===== src/design/arc_regs.vh =====
`ifndef ARC_REGS_VH
`define ARC_REGS_VH

// command byte: top two bits pick the action, low three bits carry the rate code
`define ARC_CMD_WRITE 2'h0
`define ARC_CMD_READ_DATA 2'h1
`define ARC_CMD_CONVERT 2'h2
`define ARC_CMD_READ_PINS 2'h3
`define ARC_CMD_ADDR_BIT 0

// register addresses carried in bit 0 of a write command
`define ARC_ADDR_FIRST_CONTROL 1'h0
`define ARC_ADDR_GENERAL_PINS 1'h1

// first control register fields
`define ARC_SINGLE_SHOT_BIT 0
`define ARC_UNIPOLAR_BIT 1
`define ARC_INPUT_BUFFER_BIT 2
`define ARC_EXT_CLOCK_BIT 3
`define ARC_LINE_FREQ_BIT 4
`define ARC_FIRST_CONTROL_RESET 8'h01

// general pin register: direction in the upper nibble, level in the lower
`define ARC_PIN_DIR_LSB 4
`define ARC_PIN_LEVEL_LSB 0
`define ARC_GENERAL_PINS_RESET 8'h00
`define ARC_PIN_DRIVE_RESET 4'hF

// oscillator rates in Hz and the 100 MHz reference clock
`define ARC_REF_CLOCK_HZ 100000000.0
`define ARC_OSC_HIGH_HZ 2457600.0
`define ARC_OSC_LOW_HZ 2048000.0
`define ARC_SAMPLE_DIV 4'hA

// decimation ratios in modulator samples per output word
`define ARC_DEC_2048 18'h00800
`define ARC_DEC_4096 18'h01000
`define ARC_DEC_8192 18'h02000
`define ARC_DEC_16384 18'h04000
`define ARC_DEC_24576 18'h06000
`define ARC_DEC_49152 18'h0C000
`define ARC_DEC_98304 18'h18000
`define ARC_DEC_245760 18'h3C000
`define ARC_DEC_512 18'h00200
`define ARC_DEC_1024 18'h00400

`endif


===== src/design/arc_rate_clock_control.v =====
`timescale 1ns/100ps
`include "arc_regs.vh"

module arc_rate_clock_control #(
   parameter DATA_WIDTH = 16
) (
   input wire clock,
   input wire rst_n,
   input wire csN,
   input wire sclk,
   input wire din,
   input wire external_clock_select,
   input wire [DATA_WIDTH-1:0] filterData,
   input wire [3:0] gpioIn,
   output reg rdyDout,
   output reg sampleStrobe,
   output reg convActive,
   output wire inputBufferEnable,
   output wire unipolarSelect,
   output wire singleShotSelect,
   output wire externalClockSelect,
   output wire lineFreqSelect,
   output wire [3:0] gpioOut,
   output wire [3:0] gpioOeN
);

   // phase increments: oscillator frequency as a fraction of the reference times 2^32
   localparam [31:0] INC_HIGH = $rtoi(`ARC_OSC_HIGH_HZ / `ARC_REF_CLOCK_HZ * 4294967296.0);
   localparam [31:0] INC_LOW = $rtoi(`ARC_OSC_LOW_HZ / `ARC_REF_CLOCK_HZ * 4294967296.0);

   localparam [1:0] CV_IDLE = 2'b01;
   localparam [1:0] CV_RUN = 2'b10;
   localparam [3:0] FR_CMD = 4'b0001;
   localparam [3:0] FR_WDATA = 4'b0010;
   localparam [3:0] FR_READ = 4'b0100;
   localparam [3:0] FR_SKIP = 4'b1000;

   function [17:0] decimRatio;
      input single;
      input [2:0] code;
      begin
         case ({single, code})
            4'h4: decimRatio = `ARC_DEC_4096;
            4'h5: decimRatio = `ARC_DEC_2048;
            4'h6: decimRatio = `ARC_DEC_1024;
            4'h7: decimRatio = `ARC_DEC_512;
            4'h8: decimRatio = `ARC_DEC_245760;
            4'h9: decimRatio = `ARC_DEC_98304;
            4'hA: decimRatio = `ARC_DEC_49152;
            4'hB: decimRatio = `ARC_DEC_24576;
            4'hC: decimRatio = `ARC_DEC_16384;
            4'hD: decimRatio = `ARC_DEC_8192;
            4'hE: decimRatio = `ARC_DEC_4096;
            4'hF: decimRatio = `ARC_DEC_2048;
            // codes 0-3 have no continuous rate; run them at the slowest one
            default: decimRatio = `ARC_DEC_4096;
         endcase
      end
   endfunction

   ////////////////////////////////////////////////////////////////////////////////
   // pin synchronisers

   reg [1:0] csSync;
   reg [1:0] sclkSync;
   reg [1:0] dinSync;
   reg [1:0] extSync;
   reg [3:0] gpioSync1;
   reg [3:0] gpioSync2;
   reg sclkPrev;
   reg extPrev;

   always @(posedge clock) begin
      if (!rst_n) begin
         csSync <= 2'h3;
         // sclk rests high, so a low reset value would fake a rising edge
         sclkSync <= 2'h3;
         dinSync <= 2'h0;
         extSync <= 2'h0;
         gpioSync1 <= 4'h0;
         gpioSync2 <= 4'h0;
         sclkPrev <= 1'b1;
         extPrev <= 1'b0;
      end else begin
         csSync <= {csSync[0], csN};
         sclkSync <= {sclkSync[0], sclk};
         dinSync <= {dinSync[0], din};
         extSync <= {extSync[0], external_clock_select};
         gpioSync1 <= gpioIn;
         gpioSync2 <= gpioSync1;
         sclkPrev <= sclkSync[1];
         extPrev <= extSync[1];
      end
   end

   wire csLow = ~csSync[1];
   wire sclkRise = sclkSync[1] & ~sclkPrev;
   wire sclkFall = ~sclkSync[1] & sclkPrev;
   wire dinBit = dinSync[1];

   ////////////////////////////////////////////////////////////////////////////////
   // configuration registers

   reg [7:0] firstControl;
   reg [7:0] generalPins;
   reg [3:0] pinDriveN;

   assign singleShotSelect = firstControl[`ARC_SINGLE_SHOT_BIT];
   assign unipolarSelect = firstControl[`ARC_UNIPOLAR_BIT];
   assign inputBufferEnable = firstControl[`ARC_INPUT_BUFFER_BIT];
   assign externalClockSelect = firstControl[`ARC_EXT_CLOCK_BIT];
   assign lineFreqSelect = firstControl[`ARC_LINE_FREQ_BIT];
   assign gpioOut = generalPins[`ARC_PIN_LEVEL_LSB +: 4];
   assign gpioOeN = pinDriveN;

   ////////////////////////////////////////////////////////////////////////////////
   // system clock: internal oscillator model or external clock edges

   reg [31:0] phaseAcc;
   reg intTick;
   reg [3:0] sampleDivCnt;
   wire [31:0] phaseInc = lineFreqSelect ? INC_LOW : INC_HIGH;
   wire [32:0] phaseSum = {1'b0, phaseAcc} + {1'b0, phaseInc};
   // an external frequency up to half the clock just changes the tick rate, so every rate scales with it
   wire sysTick = externalClockSelect ? (extSync[1] & ~extPrev) : intTick;

   always @(posedge clock) begin
      if (!rst_n) begin
         phaseAcc <= 32'h00000000;
         intTick <= 1'b0;
         sampleDivCnt <= 4'h0;
         sampleStrobe <= 1'b0;
      end else begin
         phaseAcc <= phaseSum[31:0];
         intTick <= phaseSum[32];
         sampleStrobe <= 1'b0;
         if (sysTick) begin
            if (sampleDivCnt == `ARC_SAMPLE_DIV - 4'h1) begin
               sampleDivCnt <= 4'h0;
               sampleStrobe <= 1'b1;
            end else begin
               sampleDivCnt <= sampleDivCnt + 4'h1;
            end
         end
      end
   end

   ////////////////////////////////////////////////////////////////////////////////
   // serial frame

   reg [3:0] frame;
   reg [4:0] bitCnt;
   reg [6:0] shiftIn;
   reg [15:0] shiftOut;
   reg writeAddr;
   reg [2:0] rateCode;
   reg convStart;
   reg readTaken;
   reg [DATA_WIDTH-1:0] result;
   reg dataReady;
   wire [7:0] rxByte = {shiftIn, dinBit};

   always @(posedge clock) begin
      if (!rst_n) begin
         frame <= FR_CMD;
         bitCnt <= 5'h00;
         shiftIn <= 7'h00;
         shiftOut <= 16'h0000;
         writeAddr <= 1'b0;
         rateCode <= 3'h0;
         convStart <= 1'b0;
         readTaken <= 1'b0;
         firstControl <= `ARC_FIRST_CONTROL_RESET;
         generalPins <= `ARC_GENERAL_PINS_RESET;
         pinDriveN <= `ARC_PIN_DRIVE_RESET;
         rdyDout <= 1'b1;
      end else begin
         convStart <= 1'b0;
         readTaken <= 1'b0;
         if (!csLow || frame != FR_READ) begin
            rdyDout <= ~dataReady;
         end else if (sclkFall) begin
            rdyDout <= shiftOut[15];
            shiftOut <= {shiftOut[14:0], 1'b0};
         end
         if (!csLow) begin
            frame <= FR_CMD;
            bitCnt <= 5'h00;
         end else if (sclkRise) begin
            bitCnt <= bitCnt + 5'h01;
            if (frame == FR_CMD || frame == FR_WDATA) begin
               shiftIn <= rxByte[6:0];
            end
            case (frame)
               FR_CMD: begin
                  if (bitCnt == 5'h07) begin
                     case (rxByte[7:6])
                        `ARC_CMD_WRITE: begin
                           writeAddr <= rxByte[`ARC_CMD_ADDR_BIT];
                           frame <= FR_WDATA;
                        end
                        `ARC_CMD_READ_DATA: begin
                           shiftOut <= result;
                           readTaken <= 1'b1;
                           frame <= FR_READ;
                        end
                        `ARC_CMD_CONVERT: begin
                           rateCode <= rxByte[2:0];
                           convStart <= 1'b1;
                           frame <= FR_SKIP;
                        end
                        default: begin
                           shiftOut <= {gpioSync2, generalPins[`ARC_PIN_DIR_LSB +: 4], 8'h00};
                           frame <= FR_READ;
                        end
                     endcase
                  end
               end
               FR_WDATA: begin
                  if (bitCnt == 5'h0F) begin
                     if (writeAddr == `ARC_ADDR_FIRST_CONTROL) begin
                        firstControl <= rxByte;
                     end else begin
                        generalPins <= rxByte;
                        pinDriveN <= ~rxByte[`ARC_PIN_DIR_LSB +: 4];
                     end
                     frame <= FR_SKIP;
                  end
               end
               FR_READ: begin
               end
               FR_SKIP: begin
               end
               default: frame <= FR_SKIP;
            endcase
         end
      end
   end

   ////////////////////////////////////////////////////////////////////////////////
   // conversion sequencer

   reg [1:0] convState;
   reg [17:0] decimCnt;
   wire [17:0] decimEnd = decimRatio(singleShotSelect, rateCode) - 18'h00001;
   wire convDone = convState == CV_RUN && sampleStrobe && decimCnt == decimEnd;
   wire [1:0] next_convState = convStart ? CV_RUN :
      (convDone && singleShotSelect) ? CV_IDLE : convState;
   // a new result in the same cycle as a read keeps the ready flag set
   wire next_dataReady = convDone | (dataReady & ~readTaken);

   always @(posedge clock) begin
      if (!rst_n) begin
         convState <= CV_IDLE;
         decimCnt <= 18'h00000;
         result <= {DATA_WIDTH{1'b0}};
         dataReady <= 1'b0;
         convActive <= 1'b0;
      end else begin
         convState <= next_convState;
         dataReady <= next_dataReady;
         convActive <= next_convState == CV_RUN;
         if (convStart || convDone) begin
            decimCnt <= 18'h00000;
         end else if (convState == CV_RUN && sampleStrobe) begin
            decimCnt <= decimCnt + 18'h00001;
         end
         if (convDone) begin
            result <= filterData;
         end
      end
   end

endmodule // arc_rate_clock_control


===== config.mk =====
export PLATFORM = sky130hd
export DESIGN_NAME = arc_rate_clock_control
export DESIGN_NICKNAME = d
export VERILOG_FILES = /design/src/design/arc_rate_clock_control.v
export VERILOG_INCLUDE_DIRS = /design/src /design/src/design
export SDC_FILE = /design/constraint.sdc
export NUM_CORES = 1
export LEC_CHECK = 0
export ABC_CLOCK_PERIOD_IN_PS = 5300
export BUFFER_PORTS_ARGS = -buffer_cell sky130_fd_sc_hd__buf_4
export CORE_ASPECT_RATIO = 0.9
export CORE_MARGIN = 3
export CORE_UTILIZATION = 60
export CTS_BUF_LIST = sky130_fd_sc_hd__clkbuf_8
export DETAILED_ROUTE_END_ITERATION = 8
export HOLD_SLACK_MARGIN = 0.05
export PLACE_DENSITY = 0.79
export SKIP_CTS_REPAIR_TIMING = 1
export SYNTH_ARGS = -nofsm -noshare
export SYNTH_HDL_FRONTEND = slang
export SYNTH_SLANG_ARGS = --single-unit
export TNS_END_PERCENT = 5

===== constraint.sdc =====
create_clock -name clock -period 5.3 [get_ports clock]
set_input_delay 0 -clock clock [delete_from_list [all_inputs] [get_ports clock]]
set_output_delay 0 -clock clock [all_outputs]
set_load 0.05 [all_outputs]

Word level (Yosys, flattened, before mapping)
Memories as Yosys holds them, arrays and structs flattened.
Index checks and enable logic that the tools add are counted.
{ "classes": {"n_reduce_logical": 20, "n_addsub": 5, "bitwise": 18, "n_eq_ne": 15, "mux": 21} }
{ "ops": {"columns": ["cell", "n"], "rows": [
  ["16-bit two-way mux", 6],
  ["32-bit by 27-bit adder with 33-bit output", 1],
  ["16-bit one-hot mux with 2 select lines", 1],
  ["26-bit two-way mux", 1],
  ["5-bit AND reduction", 4],
  ["18-bit by 1-bit adder with 18-bit output (second input constant)", 1],
  ["18-bit == test", 1],
  ["18-bit by 1-bit subtractor with 18-bit output (second input constant)", 1],
  ["4-bit two-way mux", 3],
  ["1-bit inverter", 12],
  ["4-bit one-hot mux with 3 select lines", 1],
  ["4-bit == test (second input constant)", 2],
  ["4-bit one-hot mux with 2 select lines", 1],
  ["2-bit OR reduction", 4],
  ["2-bit == test (second input constant)", 3],
  ["1-bit two-way mux", 6],
  ["5-bit by 1-bit adder with 5-bit output (second input constant)", 1],
  ["5-bit by 3-bit == test with 1-bit output (second input constant)", 1],
  ["5-bit by 4-bit == test with 1-bit output (second input constant)", 1],
  ["5-bit OR reduction", 1],
  ["4-bit by 1-bit adder with 4-bit output (second input constant)", 1],
  ["1-bit AND", 4],
  ["4-bit by 1-bit == test with 1-bit output (second input constant)", 1],
  ["4-bit by 2-bit == test with 1-bit output (second input constant)", 1],
  ["14 further kinds", 20]
]} }
{ "totals": {"wordCells": 109, "reg_bits": 150, "memories": 1, "rom_bits": 144, "inputBits": 26, "out_inout_bits": 16} }
{ "mem_list": {"columns": ["name", "depth", "width", "rd", "rd_clocked_by_memory_dff", "wr", "line", "text"], "rows": [
  ["(no name shown)", 16, 9, 1, 0, 0, "arc_rate_clock_control.v:42", "case ({single, code})"]
]} }

Depth between registers and ports, before layout
{ "depth": {"word_depth": 9, "ltp_mapped": 13, "ltp_nobuf": 10} }

Worst setup path before layout
OpenSTA, ideal clock, no wires.
{ "synth_timing": {"path_type": "reg-to-reg", "from": "reg firstControl[4]", "to": "reg phaseAcc[23]", "t_arrival_ps": 2959, "n_path_buf": 0, "setup_time_ps": 122, "required_ps": 5178, "slack_ps": 2219, "path_stages_with_launch": 10, "period_less_slack_ps": 3081, "path_cell_list": "dfxtp_1 -> inv_1 -> fa_1 -> a211oi_1 -> nor3_1 -> o2111ai_1 -> nand4_1 -> a21oi_1 -> mux2i_1 -> a311o_1"} }
{ "synth_via": {"elab_chain_len": 2} }
{ "synth_rtl": {"columns": ["item", "line", "text"], "rows": [
  ["from (decl)", "arc_rate_clock_control.v:104", "reg [7:0] firstControl;"],
  ["from (signal assigned)", "arc_rate_clock_control.v:173", "firstControl <= `ARC_FIRST_CONTROL_RESET;"],
  ["from (signal assigned)", "arc_rate_clock_control.v:222", "firstControl <= rxByte;"],
  ["26-bit two-way mux", "arc_rate_clock_control.v:122", "wire [31:0] phaseInc = lineFreqSelect ? INC_LOW : INC_HIGH;"],
  ["32-bit by 27-bit adder with 33-bit output", "arc_rate_clock_control.v:123", "wire [32:0] phaseSum = {1'b0, phaseAcc} + {1'b0, phaseInc};"],
  ["to (signal assigned)", "arc_rate_clock_control.v:134", "phaseAcc <= phaseSum[31:0];"],
  ["to (decl)", "arc_rate_clock_control.v:119", "reg [31:0] phaseAcc;"]
]} }
Every way passes these cells.
A chain may end at the register's enable or synchronous reset.

Final worst setup path
{ "layout_timing": {"from": "reg rateCode[1]", "to": "reg decimCnt[1]"} }
{ "layout_via": {"elab_chain_len": 6} }
{ "layout_rtl": {"columns": ["item", "line", "text"], "rows": [
  ["from (decl)", "arc_rate_clock_control.v:156", "reg [2:0] rateCode;"],
  ["from (signal assigned)", "arc_rate_clock_control.v:208", "rateCode <= rxByte[2:0];"],
  ["memory read 16 x 9 bit", null, null],
  ["18-bit by 1-bit subtractor with 18-bit output", "arc_rate_clock_control.v:245", "wire [17:0] decimEnd = decimRatio(singleShotSelect, rateCode) - 18'h00001;"],
  ["18-bit == test", "arc_rate_clock_control.v:246", "wire convDone = convState == CV_RUN && sampleStrobe && decimCnt == decimEnd;"],
  ["1-bit logical AND", "arc_rate_clock_control.v:246", null],
  ["1-bit logical OR", "arc_rate_clock_control.v:263", "if (convStart || convDone) begin"],
  ["2-bit OR reduction (no source line)", null, null],
  ["to (signal assigned)", "arc_rate_clock_control.v:266", "decimCnt <= decimCnt + 18'h00001;"],
  ["to (decl)", "arc_rate_clock_control.v:244", "reg [17:0] decimCnt;"]
]} }
Every way passes these cells.

==> results.toml <==
[status]
outcome = "finished, final reports clean"

[yosys]
synth_edf_count = 0
synthArstFlopShare_pct = 0
ys_warn_count = 0
synth_cells = 746
synth_flop_cell = "dfxtp_1"
ys_seq_elements = 149
yosysUniqueCellTypes = 68
syn-num-nets = 793
avgSynthCellArea_sq_um = 9.134
yosysSeqAreaShare_pct = 43.78
syn_area_sq_um = 6814

[routing]
drt_iter0_markers = 337
wl_per_cell_um = 14.63
route.met3.wl_um = 512
dr.pass1.iters = 5
wl_met1_um = 6608
drt_wl_total_um = 14110
postRouteAntennaNets = 0
vias_per_cell = 5.594
wl_met2_um = 6732
num_vias = 5393
route.detailed.drc = 0
routed.top_layer = "met4"

[power]
power_density_nw_per_um2 = 306.4
combPwrFrac_pct = 12.9
vdd_drop_max_uv = 211.4
clkPwrFrac_pct = 36.6
p_leak_nw = 3.173
swShare_pct = 25.55
switchingPower_w = 0.0006086
seqPwrFrac_pct = 50.5
p_int_w = 0.001773

[worst_setup_path]
ff2ff_setup_slack_ps = 1590
critical_path.top_delay_family = "simple AND/OR/NAND/NOR gates"
start_kind = "flop"
rr_startpoint = "rateCode[1]"
critPathCaptureType = "flop"
criticalPathCategory = "reg -> reg"
cpMaxStageDelayCell = "or4b_1"
cp.required_ps = 5670
r2r_end = "decimCnt[1]"
crit_chain = "nand2_1, or3_1, ha_1, and4b_4, a21oi_1, xnor2_1, nor2_1, or4b_1, nand3_2, a21oi_1"
path_buf_inv = 0
arrival_ps = 4080
max_stage_delay_ps = 930
crit_top_cell = "a21oi_1"
cp_max_fo = 21
reg2reg_depth = 10

[floorplanning]
dieArea_sq_um = 12670
core_area_sq_um = 10950
initial_utilization_pct = 62.25
io_pins = 42
chipWidth_um = 118.3
rows = 36
dieHeight_um = 107.1

[global_route]
grt_overflow = 0
grt_first_pass_wirelength_um = 23260
grt_max_degree = 48
antenna_found_initial = 0
grt_usage_pct = 22.20
grt_pass1_vias = 5120

[sta]
fin_crit_sh_pct = 70.06
finalClockSkew_ps = 9.948
fmax_mhz = 269.3
slew_headroom_pct = 22.78
hold_viol = 0
setup_viol = 0
period_needed_ps = 3713
rsz0062_at_grt = "false"
fin_hold_ws_ps = 318.1
worst_slew_pin_slew_ps = 1158
drv_slew = 0
fin_setup_tns_ps = 0

[worst_hold_path]
hold_end = "gpioSync1[3]"
hold_class = "in -> reg"
hp-start = "gpioIn[3]"
whs_path_depth = 3

[placed_design]
dp_cells = 904
port-buffer-count = 41
gp_congestion = 0.9015
dp_hpwl_um = 9212

[clock_tree]
clock_path_buffers = 2
clk_latency_ps = 440
cts_sinks = 149
cts_tree = "built"
root_buffer = "clkbuf_8"
cts.htree.levels = 4
path_clk_slew_ps = 80
numCtsBuffers = 17

[cells_and_area]
diodes = 0
drive_gt1_share_pct = 10.10
nets = 846
fillers = 828
fin_cells = 964
multiInputGateArea_sq_um = 3552
syn_to_final_growth_pct = 14.08
register_area_sq_um = 2983

[run]
drv_cap = 0
## tightest hold or removal path, delay by kind of cell
kind	cells	cell delay [ps]
simple gates	1	100
buf+inv	2	630
## placed cells by master, fill, tap and decap left out, drive strengths merged, types with 3 or more instances in the layout
| cell type | count |
|---|---|
| a21o | 8 |
| or2 | 3 |
| a211o | 4 |
| a21oi | 31 |
| nand2 | 53 |
| and3 | 7 |
| ha | 20 |
| nand4 | 8 |
| o211ai | 7 |
| xnor2 | 23 |
| a211oi | 22 |
| nor2b | 17 |
| nand2b | 16 |
| nor3 | 12 |
| o21bai | 3 |
| dfxtp | 149 |
| a31oi | 8 |
| and3b | 3 |
| dlygate4sd3 | 28 |
| mux2i | 55 |
| clkinv | 5 |
| or3 | 6 |
| buf | 42 |
| o21a | 5 |
| a22oi | 3 |
| clkbuf | 18 |
| nor4 | 4 |
| inv | 20 |
| nor2 | 102 |
| nor3b | 5 |
| and2 | 16 |
| o21ai | 32 |
| o31ai | 3 |
| nand3 | 20 |
| xor2 | 23 |
| bufinv | 3 |
## cells by family after synthesis
| logic type | Yosys count | synth area share, % |
|---|---|---|
| simple gates | 284 | 20.79 |
| xor+xnor | 46 | 5.913 |
| buf+inv | 52 | 4.095 |
| fa+ha+maj | 22 | 4.113 |
| mux | 55 | 8.079 |
| compound gates | 138 | 13.24 |
| flops | 149 | 43.78 |
## synth_stat cells (8+ instances only)
library cell  number  area [sq um]
inv_1             16         60.06
a21oi_1           30         150.1
nand4_1            8         50.05
mux2i_1           55         550.5
a21o_1             8         60.06
nand2b_1          16         100.1
ha_1              20         250.2
a211oi_1          22         165.2
and2_1            16         100.1
dfxtp_1          149          2983
nor2b_1           17         106.4
clkbuf_1          19         71.32
nor2_1           102         382.9
nor3_1            11         55.05
nand2_1           53         198.9
xnor2_1           23         201.4
nand3_1           19         95.09
o21ai_0           29         145.1
xor2_1            23         201.4
## flip-flops by register name, indices dropped and copies added, names as in the netlist, 2 cells and up
signal,flops
phaseAcc,31
decimCnt,18
result,16
shiftOut,16
generalPins,8
shiftIn,7
bitCnt,5
firstControl,5
frame,4
gpioOeN,4
gpioSync1,4
gpioSync2,4
sampleDivCnt,4
rateCode,3
convState,2
csSync,2
dinSync,2
extSync,2
sclkSync,2
## power groups by stage
stage	Sequential, W	Clock, W	Combinational, W
after floorplan	0.00122	0	0.000224
after global placement	0.00123	0	0.000271
after detailed placement	0.00123	0	0.000281
after CTS	0.00120	0.000884	0.000285
after global routing	0.00121	0.000934	0.000343
final	0.00120	0.000871	0.000307
## final cells by class
cell class	count	area share [%]
clock inverters	14	1.867
inverters	16	0.7726
well taps	152	2.446
clock buffers	18	3.187
repair buffers	70	7.661
flip-flops and latches	149	38.37
multi-input cells	545	45.69
## stage by stage
stage | util (%) | setup WS [ps] | cell area, sq um | total power (W)
after floorplan | - | 2219 | 6814 | 0.001442
after global placement | 64.87 | 1805 | 7101 | 0.001497
after detailed placement | 64.87 | 1618 | 7101 | 0.001508
after CTS | 68.46 | 1588 | 7493 | 0.002373
after global routing | 71.02 | 1285 | 7774 | 0.002486
final | 71.02 | 1587 | 7774 | 0.002382
## metal layers
| metal | GRT usage, % | vias up |
|---|---|---|
| li1 | - | 2711 |
| met1 | 28.29 | 2561 |
| met2 | 36.23 | 98 |
| met3 | 5.591 | 23 |
| met4 | 8.954 | 0 |
| met5 | 0 | - |
## how the worst max path moves through the flow
stage / from / endpoint / slack (ps) / cells after the start
2_1_floorplan: firstControl[4] / phaseAcc[23] / 2220 / 9
3_3_place_gp: rateCode[1] / decimCnt[1] / 1810 / 10
3_5_place_dp: rateCode[1] / decimCnt[1] / 1620 / 10
4_1_cts: rateCode[1] / decimCnt[1] / 1590 / 10
5_1_grt: rateCode[1] / decimCnt[1] / 1280 / 10
6_report: rateCode[1] / decimCnt[1] / 1590 / 10
Power figures use the tool's default switching activity.
